<file path="config.mk">
export PLATFORM = sky130hd
export DESIGN_NAME = iosc_top
export DESIGN_NICKNAME = d
export VERILOG_FILES = /design/src/iosc_pkg.sv /design/src/iosc_nco.sv /design/src/iosc_top.sv
export VERILOG_INCLUDE_DIRS = /design/src
export SDC_FILE = /design/constraint.sdc
export NUM_CORES = 1
export LEC_CHECK = 0
export BUFFER_PORTS_ARGS = -buffer_cell sky130_fd_sc_hd__buf_4
export CAP_MARGIN = 0
export CORE_MARGIN = 3
export CORE_UTILIZATION = 45
export CTS_CLUSTER_DIAMETER = 40
export DETAILED_ROUTE_END_ITERATION = 10
export PLACE_DENSITY_LB_ADDON = 0.15
export SLEW_MARGIN = 0
export SYNTH_ARGS = -nofsm -noshare
export SYNTH_HDL_FRONTEND = slang
export SYNTH_HIERARCHICAL = 1
export SYNTH_SLANG_ARGS = --single-unit
</file>
<file path="constraint.sdc">
create_clock -name i_clk -period 20.5 [get_ports i_clk]
set_input_delay 1.025 -clock i_clk [delete_from_list [all_inputs] [get_ports i_clk]]
set_output_delay 1.025 -clock i_clk [all_outputs]
set_load 0.02 [all_outputs]
</file>
<file path="src/iosc_map.svh">
// iosc_map.svh : register offsets, field positions, reset values and timing
// counts of the internal oscillator select block.
// assumes: included by bare name; the system clock runs at 100 MHz.
`ifndef IOSC_MAP_SVH
`define IOSC_MAP_SVH

// ----------------------------------------------------------------------------
// clocks and source rates
// ----------------------------------------------------------------------------
`define IOSC_CLK_HZ          100000000
`define IOSC_CLK_MHZ         100
`define IOSC_HF_HZ           16000000
`define IOSC_MF_HZ           500000
`define IOSC_LF_HZ           31250
// phase increment of a 32-bit accumulator that overflows at the given rate
`define IOSC_NCO_INC(hz)     (32'((64'(hz) << 32) / 64'(`IOSC_CLK_HZ)))

// ----------------------------------------------------------------------------
// start-up timing
// ----------------------------------------------------------------------------
`define IOSC_POWER_UP_TIMER_TIME_US    65500
`define IOSC_POWER_UP_TIMER_LF_TICKS   ((`IOSC_POWER_UP_TIMER_TIME_US * `IOSC_LF_HZ + 999999) / 1000000)
`define IOSC_OST_PERIODS     1024
`define IOSC_PLL_LOCK_US     2000
`define IOSC_PLL_LOCK_CYCLES (`IOSC_PLL_LOCK_US * `IOSC_CLK_MHZ)

// ----------------------------------------------------------------------------
// register byte offsets
// ----------------------------------------------------------------------------
`define IOSC_OFS_CTRL        5'h00
`define IOSC_OFS_CTRL2       5'h04
`define IOSC_OFS_TRIM        5'h08
`define IOSC_OFS_CFG         5'h0C
`define IOSC_OFS_STATUS      5'h10

// ----------------------------------------------------------------------------
// field positions and reset values
// ----------------------------------------------------------------------------
`define IOSC_FREQ_SEL_LSB    0
`define IOSC_MF_SEL_BIT      0
`define IOSC_TUNE_LSB        0
`define IOSC_LF_SEL_BIT      7
`define IOSC_MODE_LSB        0
`define IOSC_POWER_UP_TIMER_DIS_BIT    3
`define IOSC_READY_BIT       0
`define IOSC_STATE_LSB       1
`define IOSC_FREQ_SEL_RST    3'h3
`define IOSC_TRIM_SHIFT      7

`endif

</file>
<file path="src/iosc_pkg.sv">
// iosc_pkg.sv : types shared by the internal oscillator select block.
// assumes: nothing beyond a SystemVerilog compiler.
package iosc_pkg;

    // oscillator configuration chosen for start-up timing
    typedef enum logic [2:0] {
        IOSC_MODE_XPLL  = 3'b000,   // crystal with pll
        IOSC_MODE_XTAL  = 3'b001,   // crystal without pll
        IOSC_MODE_EXT   = 3'b010,   // external clock
        IOSC_MODE_RC    = 3'b011,   // external rc
        IOSC_MODE_INT   = 3'b100    // internal oscillator
    } iosc_mode_t;

    // start-up time-out sequencer
    typedef enum logic [2:0] {
        IOSC_ST_START   = 3'b000,
        IOSC_ST_POWER_UP_TIMER    = 3'b001,
        IOSC_ST_OST     = 3'b010,
        IOSC_ST_PLL     = 3'b011,
        IOSC_ST_RUN     = 3'b100
    } iosc_start_t;

    // ticks of the three raw sources
    typedef struct packed {
        logic hf;
        logic mf;
        logic lf;
    } iosc_ticks_t;

    // whole state of the top module apart from the check counters
    typedef struct packed {
        logic [2:0]  freq_sel;      // freq_select_field
        logic        mf_sel;        // medium_source_select
        logic        lf_sel;        // low_source_select
        logic [5:0]  tune;          // tuning_field
        iosc_mode_t  mode;
        logic        power_up_timer_dis;      // power_up_timer_enable, 1 skips delay
        iosc_start_t st;
        logic        pm_evt;        // current time-out started by pm exit
        logic [23:0] cnt;
        logic [8:0]  hf_div;
        logic [3:0]  mf_div;
        logic        wait_req;
        logic [31:0] rdata;
        logic        int_tick;
        logic        lf_tick;
        logic        prim_tick;
        logic        hold;
    } iosc_state_t;

endpackage

</file>
<file path="src/iosc_nco.sv">
// iosc_nco.sv : phase accumulator that stands in for one oscillator.
// assumes: the increment is steady or changes only between overflows.
`timescale 1ns/1ps
`default_nettype none

module iosc_nco #(
    parameter int W = 32                    // accumulator width
) (
    // clock and reset
    input  wire logic         i_clk,
    input  wire logic         i_resetn,
    // rate
    input  wire logic [W-1:0] i_inc,
    // tick out
    output logic              o_tick
);

    // ------------------------------------------------------------------------
    // state
    // ------------------------------------------------------------------------
    typedef struct packed {
        logic [W-1:0] acc;                  // phase
        logic         tick;                 // overflow seen
    } iosc_nco_state_t;

    iosc_nco_state_t s_q;
    iosc_nco_state_t s_d;

    // next phase; the carry out is one period of the source
    always_comb begin
        s_d = s_q;
        {s_d.tick, s_d.acc} = {1'b0, s_q.acc} + {1'b0, i_inc};
    end

    // register
    always_ff @(posedge i_clk or negedge i_resetn) begin
        if (!i_resetn) begin
            s_q <= '0;
        end else begin
            s_q <= s_d;
        end
    end

    assign o_tick = s_q.tick;

endmodule // iosc_nco

`default_nettype wire

</file>
<file path="src/iosc_top.sv">
// iosc_top.sv : internal oscillator select block with start-up time-out.
// assumes: avalon-mm master on i_clk; i_bor, i_pm_exit, i_osc_tick are
// synchronous one-cycle pulses.
//
// Decided for this implementation: the register offsets and the Avalon-MM register port.
`include "iosc_map.svh"
`timescale 1ns/1ps
`default_nettype none

module iosc_top
    import iosc_pkg::*;
#(
    parameter logic [23:0] POWER_UP_TIMER_LF_TICKS   = 24'(`IOSC_POWER_UP_TIMER_LF_TICKS),
    parameter logic [23:0] OST_PERIODS     = 24'(`IOSC_OST_PERIODS),
    parameter logic [23:0] PLL_LOCK_CYCLES = 24'(`IOSC_PLL_LOCK_CYCLES)
) (
    // clock and reset
    input  wire logic        i_clk,
    input  wire logic        i_resetn,
    // avalon-mm slave
    input  wire logic [4:0]  i_avs_address,
    input  wire logic        i_avs_read,
    input  wire logic        i_avs_write,
    input  wire logic [31:0] i_avs_writedata,
    input  wire logic [3:0]  i_avs_byteenable,
    output logic [31:0]      o_avs_readdata,
    output logic             o_avs_waitrequest,
    // device events
    input  wire logic        i_bor,
    input  wire logic        i_pm_exit,
    input  wire logic        i_osc_tick,
    input  wire logic        i_primary_sel_lf,
    // clock ticks and status
    output logic             o_int_tick,
    output logic             o_lf_tick,
    output logic             o_primary_tick,
    output logic             o_startup_hold
);

    // ------------------------------------------------------------------------
    // helpers
    // ------------------------------------------------------------------------

    // trimmed increment: base plus signed tune steps of base/128
    function automatic logic [31:0] trim_inc(input logic [31:0] base, input logic [5:0] tune);
        logic signed [39:0] t;
        t = $signed({8'h00, base}) + $signed({{34{tune[5]}}, tune}) * $signed({15'h0000, base[31:7]});
        return t[31:0];
    endfunction

    // divider tap: true when the low k bits of the count are all ones
    function automatic logic div_tap(input logic [8:0] cnt, input logic [3:0] k);
        logic [8:0] mask;
        mask = 9'((10'h001 << k) - 10'h001);
        return (cnt & mask) == mask;
    endfunction

    // crystal modes need the start-up count
    function automatic logic is_crystal(input iosc_mode_t m);
        return (m == IOSC_MODE_XPLL) || (m == IOSC_MODE_XTAL);
    endfunction

    // ------------------------------------------------------------------------
    // sources
    // ------------------------------------------------------------------------
    iosc_state_t s_q;                       // registered state apart from the check counters
    iosc_state_t s_d;                       // its next value
    iosc_ticks_t src;                       // raw source ticks
    logic [31:0] hf_inc;                    // trimmed high rate
    logic [31:0] mf_inc;                    // trimmed medium rate
    logic [31:0] lf_inc;                    // fixed low rate

    assign hf_inc = trim_inc(`IOSC_NCO_INC(`IOSC_HF_HZ), s_q.tune);
    assign mf_inc = trim_inc(`IOSC_NCO_INC(`IOSC_MF_HZ), s_q.tune);
    assign lf_inc = `IOSC_NCO_INC(`IOSC_LF_HZ);

    iosc_nco #(.W(32)) u_hf (.i_clk(i_clk), .i_resetn(i_resetn), .i_inc(hf_inc), .o_tick(src.hf));
    iosc_nco #(.W(32)) u_mf (.i_clk(i_clk), .i_resetn(i_resetn), .i_inc(mf_inc), .o_tick(src.mf));
    iosc_nco #(.W(32)) u_lf (.i_clk(i_clk), .i_resetn(i_resetn), .i_inc(lf_inc), .o_tick(src.lf));

    // ------------------------------------------------------------------------
    // next state
    // ------------------------------------------------------------------------
    logic        req;                       // bus request present
    logic [31:0] rd_mux;                    // read data for the address
    logic        wr_ok;                     // write lands this edge
    logic        mf_tap;                    // medium divider tap helper

    always_comb begin
        s_d    = s_q;
        req    = i_avs_read | i_avs_write;
        wr_ok  = req & ~s_q.wait_req & i_avs_write & i_avs_byteenable[0];
        mf_tap = 1'b0;

        // divider chain counts source ticks
        if (src.hf) begin
            s_d.hf_div = s_q.hf_div + 9'h001;
        end
        if (src.mf) begin
            s_d.mf_div = s_q.mf_div + 4'h1;
        end

        // frequency multiplexer
        case (s_q.freq_sel)
            3'h7: s_d.int_tick = src.hf;                                // 16 MHz
            3'h6: s_d.int_tick = src.hf & div_tap(s_q.hf_div, 4'h1);    // 8 MHz
            3'h5: s_d.int_tick = src.hf & div_tap(s_q.hf_div, 4'h2);    // 4 MHz
            3'h4: s_d.int_tick = src.hf & div_tap(s_q.hf_div, 4'h3);    // 2 MHz
            3'h3: s_d.int_tick = src.hf & div_tap(s_q.hf_div, 4'h4);    // 1 MHz
            3'h2: begin                                                 // 500 kHz
                s_d.int_tick = s_q.mf_sel ? src.mf : (src.hf & div_tap(s_q.hf_div, 4'h5));
            end
            3'h1: begin                                                 // 250 kHz
                mf_tap       = div_tap({5'h00, s_q.mf_div}, 4'h1);
                s_d.int_tick = s_q.mf_sel ? (src.mf & mf_tap) : (src.hf & div_tap(s_q.hf_div, 4'h6));
            end
            default: begin                                              // 31 kHz
                mf_tap = div_tap({5'h00, s_q.mf_div}, 4'h4);
                if (!s_q.lf_sel) begin
                    s_d.int_tick = src.lf;
                end else if (s_q.mf_sel) begin
                    s_d.int_tick = src.mf & mf_tap;
                end else begin
                    s_d.int_tick = src.hf & div_tap(s_q.hf_div, 4'h9);
                end
            end
        endcase

        // low source always out to timer, watchdog and monitor
        s_d.lf_tick   = src.lf;
        // primary path: low source or combined internal clock
        s_d.prim_tick = i_primary_sel_lf ? src.lf : s_d.int_tick;

        // start-up time-out sequencer
        case (s_q.st)
            IOSC_ST_START: begin
                s_d.cnt = '0;
                if (!s_q.pm_evt && !s_q.power_up_timer_dis) begin
                    s_d.st = IOSC_ST_POWER_UP_TIMER;
                end else if (is_crystal(s_q.mode)) begin
                    s_d.st = IOSC_ST_OST;
                end else begin
                    s_d.st = IOSC_ST_RUN;
                end
            end
            IOSC_ST_POWER_UP_TIMER: begin                                         // counts low source ticks
                if (src.lf) begin
                    s_d.cnt = s_q.cnt + 24'h000001;
                    if (s_q.cnt == POWER_UP_TIMER_LF_TICKS - 24'h000001) begin
                        s_d.cnt = '0;
                        s_d.st  = is_crystal(s_q.mode) ? IOSC_ST_OST : IOSC_ST_RUN;
                    end
                end
            end
            IOSC_ST_OST: begin                                          // counts oscillator periods
                if (i_osc_tick) begin
                    s_d.cnt = s_q.cnt + 24'h000001;
                    if (s_q.cnt == OST_PERIODS - 24'h000001) begin
                        s_d.cnt = '0;
                        s_d.st  = (s_q.mode == IOSC_MODE_XPLL) ? IOSC_ST_PLL : IOSC_ST_RUN;
                    end
                end
            end
            IOSC_ST_PLL: begin                                          // lock wait in clock cycles
                s_d.cnt = s_q.cnt + 24'h000001;
                if (s_q.cnt == PLL_LOCK_CYCLES - 24'h000001) begin
                    s_d.cnt = '0;
                    s_d.st  = IOSC_ST_RUN;
                end
            end
            IOSC_ST_RUN: begin
                if (i_pm_exit) begin
                    s_d.st     = IOSC_ST_START;
                    s_d.pm_evt = 1'b1;
                end
            end
            default: begin
                s_d.st = IOSC_ST_START;
            end
        endcase
        // brown-out restarts the full power-up time-out from any state
        if (i_bor) begin
            s_d.st     = IOSC_ST_START;
            s_d.pm_evt = 1'b0;
            s_d.cnt    = '0;
        end
        s_d.hold = (s_d.st != IOSC_ST_RUN);

        // register read mux; unmapped reads return zero
        case (i_avs_address)
            `IOSC_OFS_CTRL:   rd_mux = {29'h0, s_q.freq_sel};
            `IOSC_OFS_CTRL2:  rd_mux = {31'h0, s_q.mf_sel};
            `IOSC_OFS_TRIM:   rd_mux = {24'h0, s_q.lf_sel, 1'b0, s_q.tune};
            `IOSC_OFS_CFG:    rd_mux = {28'h0, s_q.power_up_timer_dis, s_q.mode};
            `IOSC_OFS_STATUS: rd_mux = {28'h0, s_q.st, ~s_q.hold};
            default:          rd_mux = 32'h0000_0000;
        endcase

        // bus: waitrequest drops one cycle after the request arrives
        s_d.wait_req = 1'b1;
        if (req && s_q.wait_req) begin
            s_d.wait_req = 1'b0;
            s_d.rdata    = i_avs_read ? rd_mux : 32'h0000_0000;
        end

        // writes land on the edge that sees waitrequest low
        if (wr_ok) begin
            case (i_avs_address)
                `IOSC_OFS_CTRL: begin
                    s_d.freq_sel = i_avs_writedata[`IOSC_FREQ_SEL_LSB +: 3];
                end
                `IOSC_OFS_CTRL2: begin
                    s_d.mf_sel = i_avs_writedata[`IOSC_MF_SEL_BIT];
                end
                `IOSC_OFS_TRIM: begin
                    s_d.tune   = i_avs_writedata[`IOSC_TUNE_LSB +: 6];
                    s_d.lf_sel = i_avs_writedata[`IOSC_LF_SEL_BIT];
                end
                `IOSC_OFS_CFG: begin
                    s_d.mode     = iosc_mode_t'(i_avs_writedata[`IOSC_MODE_LSB +: 3]);
                    s_d.power_up_timer_dis = i_avs_writedata[`IOSC_POWER_UP_TIMER_DIS_BIT];
                end
                default: begin
                    s_d.tune = s_d.tune;                                // unmapped, ignored
                end
            endcase
        end
    end

    // ------------------------------------------------------------------------
    // registers
    // ------------------------------------------------------------------------
    always_ff @(posedge i_clk or negedge i_resetn) begin
        if (!i_resetn) begin
            s_q          <= '0;
            s_q.freq_sel <= `IOSC_FREQ_SEL_RST;
            s_q.mode     <= IOSC_MODE_INT;
            s_q.st       <= IOSC_ST_START;
            s_q.wait_req <= 1'b1;
            s_q.hold     <= 1'b1;
        end else begin
            s_q <= s_d;
        end
    end

    assign o_avs_readdata    = s_q.rdata;
    assign o_avs_waitrequest = s_q.wait_req;
    assign o_int_tick        = s_q.int_tick;
    assign o_lf_tick         = s_q.lf_tick;
    assign o_primary_tick    = s_q.prim_tick;
    assign o_startup_hold    = s_q.hold;

    logic [11:0] lf_gap_q;                  // cycles since last low tick
    logic        lf_seen_q;                 // one low tick already seen
    logic        wrote_q;                   // freq select ever written

    // helper counters for the checks
    always_ff @(posedge i_clk or negedge i_resetn) begin
        if (!i_resetn) begin
            lf_gap_q  <= 12'h000;
            lf_seen_q <= 1'b0;
            wrote_q   <= 1'b0;
        end else begin
            lf_gap_q  <= o_lf_tick ? 12'h001 : lf_gap_q + 12'h001;
            lf_seen_q <= lf_seen_q | o_lf_tick;
            wrote_q   <= wrote_q | (wr_ok && i_avs_address == `IOSC_OFS_CTRL);
        end
    end
endmodule // iosc_top

`default_nettype wire

</file>
==> key figures <==
Critical path
  • Critical-path maximum fanout: 13
  • Worst path required time: 20.81 ns
  • Critical path type: flip-flop to flip-flop
  • Reg2reg path depth: 21
  • Worst R2R Setup Slack: 12.80 ns
  • FF-to-FF Start: s_q[86]$_DFFE_PN0P_
  • CP Data Arrival Time: 8.01 ns
  • RR Endpoint: u_mf/s_q[28]$_DFF_PN0_
  • Critical path launch point type: flip-flop
  • Setup crit end kind: flip-flop

Floorplan
  • Core area: 0.0370 mm^2
  • Initial core utilization: 46.2%
  • Die area: 0.0403 mm^2
  • Rows: 70
  • Die Y: 201 um
  • I/O Pins: 86
  • Chip width: 201 um

Timing
  • Tmin final: 7.70 ns
  • Fmax: 130 MHz
  • Slew headroom: 25.5%
  • Worst setup margin: 12.80 ns
  • Worst Tran Pin Value: 1.11 ns
  • Finish-stage setup viols: 0
  • Period Utilization, post-route: 37.6%
  • Max-slew violations: 0
  • RSZ-0062 raised after global routing: false
  • TNS Setup: 0 ns
  • Clock skew: 0.0116 ns
  • Final hold vios: 0

Place
  • PortBufs: 32
  • Placer Congestion: 0.913
  • Dpl hpwl: 31200 um
  • Placed insts: 2411
  • Pre-CTS WS: 12.90 ns

Finish
  • Post-Layout Cell Count: 2443
  • Diode count: 0
  • Fraction of layout instances using a drive strength above 1: 8.92%
  • Fin nets: 2247
  • Number of fill cells: 3583
  • Area growth from synthesis to layout: 7.06%

Clock network
  • Post-CTS sizing: 0
  • Post-CTS Hold Fix Bufs: 0
  • Root Buffer: clkbuf_16
  • Setup Buffers After CTS: 0
  • Worst-path clk slew: 0.08 ns
  • Worst-case clock buffer depth: 2
  • Number of buffers created by CTS: 17
  • CTS tree: done
  • H-tree levels: 4
  • Clk sinks: 167
  • Clock latency on the worst-skew pair: 0.45 ns

Route
  • Drt total wl: 39700 um
  • Initial DRC count: 918
  • Routed Antenna Nets: 0
  • Via count: 13800
  • TritonRoute pass-1 iters: 5
  • Via density: 5.65
  • Routed WL per cell: 16.2 um
  • Residual DRC count: 0

Hold path
  • Hold Startpoint: s_q[40]$_DFFE_PN0P_
  • Hold Path Sink: s_q[40]$_DFFE_PN0P_
  • Hold path cells: 1
  • Hold Path Class: flip-flop to flip-flop

Global route
  • GRT overflow: 0
  • Vias in the first global route: 13400
  • Antenna violations before repair: 0
  • Largest net degree at the start of global routing: 66
  • First-pass GRT wire length: 66800 um
  • Gr usage total: 19.7%

Logic synthesis
  • Distinct cells, synth: 102
  • Syn. warnings: 6
  • EDFF count, synth: 0
  • Post-synth top flop: dfrtp_1
  • Yosys reg bits: 167
  • Seq/Total Area, Yosys: 24.5%
  • Area leader, netlist: dfrtp_1
  • FFs w/ async S/R, synth: 100%
  • Share of the synthesized area in the top cell type: 23.8%
  • Syn Inst Count: 1883
  • Avg Cell Area, Syn: 9.06 um^2
  • Synth Cell Area: 0.0171 mm^2
  • Ranking of synthesized cells by area: dfrtp_1 24%, ha_1 17%, xnor2_1 4.7%

Pwr
  • Leakage Power: 0.00860 uW
  • Worst vdd ir: 0.000102 V
  • Power density cells: 155 mW/mm^2
  • Final Power: 2830 uW

Flow run
  • # Max-Cap Violations: 0

Run status
  • Status: complete, no violations
==> metrics by stage <==
step                      area [um^2]  utilization, %  hold slack, ns
after global placement          17700            47.8           0.453
after global routing            18300            49.4           0.509
after detailed placement        17700            47.8           0.465
final                           18300            49.4           0.474
after floorplan                 17300               -           0.403
after CTS                       18300            49.4           0.479
==> cells in the final DEF (no fill, tap or decap), drive strengths merged, types with 6 or more instances in the layout <==
| master | instances |
|---|---|
| o21bai | 10 |
| a211oi | 33 |
| buf | 36 |
| xnor2 | 93 |
| a31oi | 22 |
| nor2 | 145 |
| dfrtp | 162 |
| o2111ai | 12 |
| or3 | 14 |
| o211ai | 27 |
| and3 | 28 |
| o21ai | 90 |
| nor4 | 13 |
| o21a | 17 |
| a221oi | 7 |
| and4 | 12 |
| a21boi | 6 |
| nand2 | 106 |
| inv | 114 |
| conb | 68 |
| mux2i | 7 |
| or2 | 15 |
| a2111oi | 9 |
| nand2b | 8 |
| nand3 | 59 |
| a21o | 67 |
| mux2 | 27 |
| nand4 | 19 |
| o31ai | 21 |
| fa | 40 |
| nor2b | 17 |
| a21oi | 149 |
| and2 | 20 |
| nor3 | 41 |
| clkbuf | 17 |
| xor2 | 64 |
| nand3b | 8 |
| clkinv | 7 |
| ha | 232 |
| o221ai | 7 |
==> worst max-delay path by stage <==
stage	startpoint	end	slack, ns	cells after the start
after global routing	s_q[84]$_DFFE_PN0P_	u_mf/s_q[28]$_DFF_PN0_	12.21	21
after floorplan	s_q[86]$_DFFE_PN0P_	u_mf/s_q[32]$_DFF_PN0_	14.01	23
after detailed placement	s_q[84]$_DFFE_PN0P_	u_mf/s_q[28]$_DFF_PN0_	12.90	22
after CTS	s_q[84]$_DFFE_PN0P_	u_mf/s_q[28]$_DFF_PN0_	12.84	22
final	s_q[86]$_DFFE_PN0P_	u_mf/s_q[28]$_DFF_PN0_	12.80	21
after global placement	s_q[86]$_DFFE_PN0P_	u_mf/s_q[28]$_DFF_PN0_	12.91	21
==> synthesized netlist by cell type, drive strengths merged, types with 41 or more instances <==
master and instances:
dfrtp 162, xnor2 93, a21o 67, nor2 145, ha 232, nand3 59
buf 52, nor3 41, a21oi 149, xor2 64, inv 108, nand2 106
o21ai 90
==> where the power goes <==
part / switching [uW] / total, uW / internal, uW
logic: 1160 / 1980 / 817
registers: 53.9 / 520 / 466
clock network: 159 / 332 / 173
==> critical path, stage by stage (launching register included) <==
cell and delay (ns):
dfrtp_1 0.72, inv_1 0.35, ha_1 0.53, ha_1 0.30, fa_1 0.41, fa_1 0.52, inv_1 0.08, fa_1 0.46
nand2b_1 0.19, a21o_1 0.25, a21o_2 0.26, a311oi_2 0.37, o2111ai_1 0.32, o211ai_2 0.24, mux2i_1 0.23, xor2_1 0.12
ha_1 0.40, nand4_1 0.16, or3_1 0.41, a211oi_2 0.46, mux2_1 0.37, a2111oi_1 0.44
==> layout make-up <==
class	count	area, um^2	area share, %
Sequential cell	167	4190	22.9
Multi-Input combinational cell	1596	12200	66.7
Timing Repair Buffer	36	274	1.50
Clock inverter	15	166	0.911
Clock buffer	17	425	2.33
Tap cell	504	631	3.45
Inverter	108	405	2.22
==> registers in the layout, indices dropped and copies added, names as in the netlist <==
register and count:
u_hf/o_tick 1, o_avs_readdata 7, u_mf/s_q 32, u_lf/s_q 32, o_lf_tick 1, u_lf/o_tick 1, s_q 56, o_primary_tick 1
o_avs_waitrequest 1, u_mf/o_tick 1, u_hf/s_q 32, o_int_tick 1, o_startup_hold 1
==> layer usage <==
metal	wire, um	share of wire, %	GRT usage [%]
met1	20400	51	29.7
met2	17200	43	29.9
met3	1740	4.4	3.34
met4	342	0.86	3.84
met5	0	0	0
==> logic make-up after synthesis <==
family                   count (synthesis)  share of synthesized area [%]
AND/OR/NAND/NOR                        530                           15.9
flip-flops                             167                           24.5
adder cells (fa/ha/maj)                272                           21.7
buffers and inverters                  186                           5.54
other                                    2                         0.0440
multiplexers                            34                           2.19
AO/OA/AOI/OAI                          535                           21.9
XOR/XNOR                               157                           8.21
Note: power is estimated with default switching activity, not from simulation.
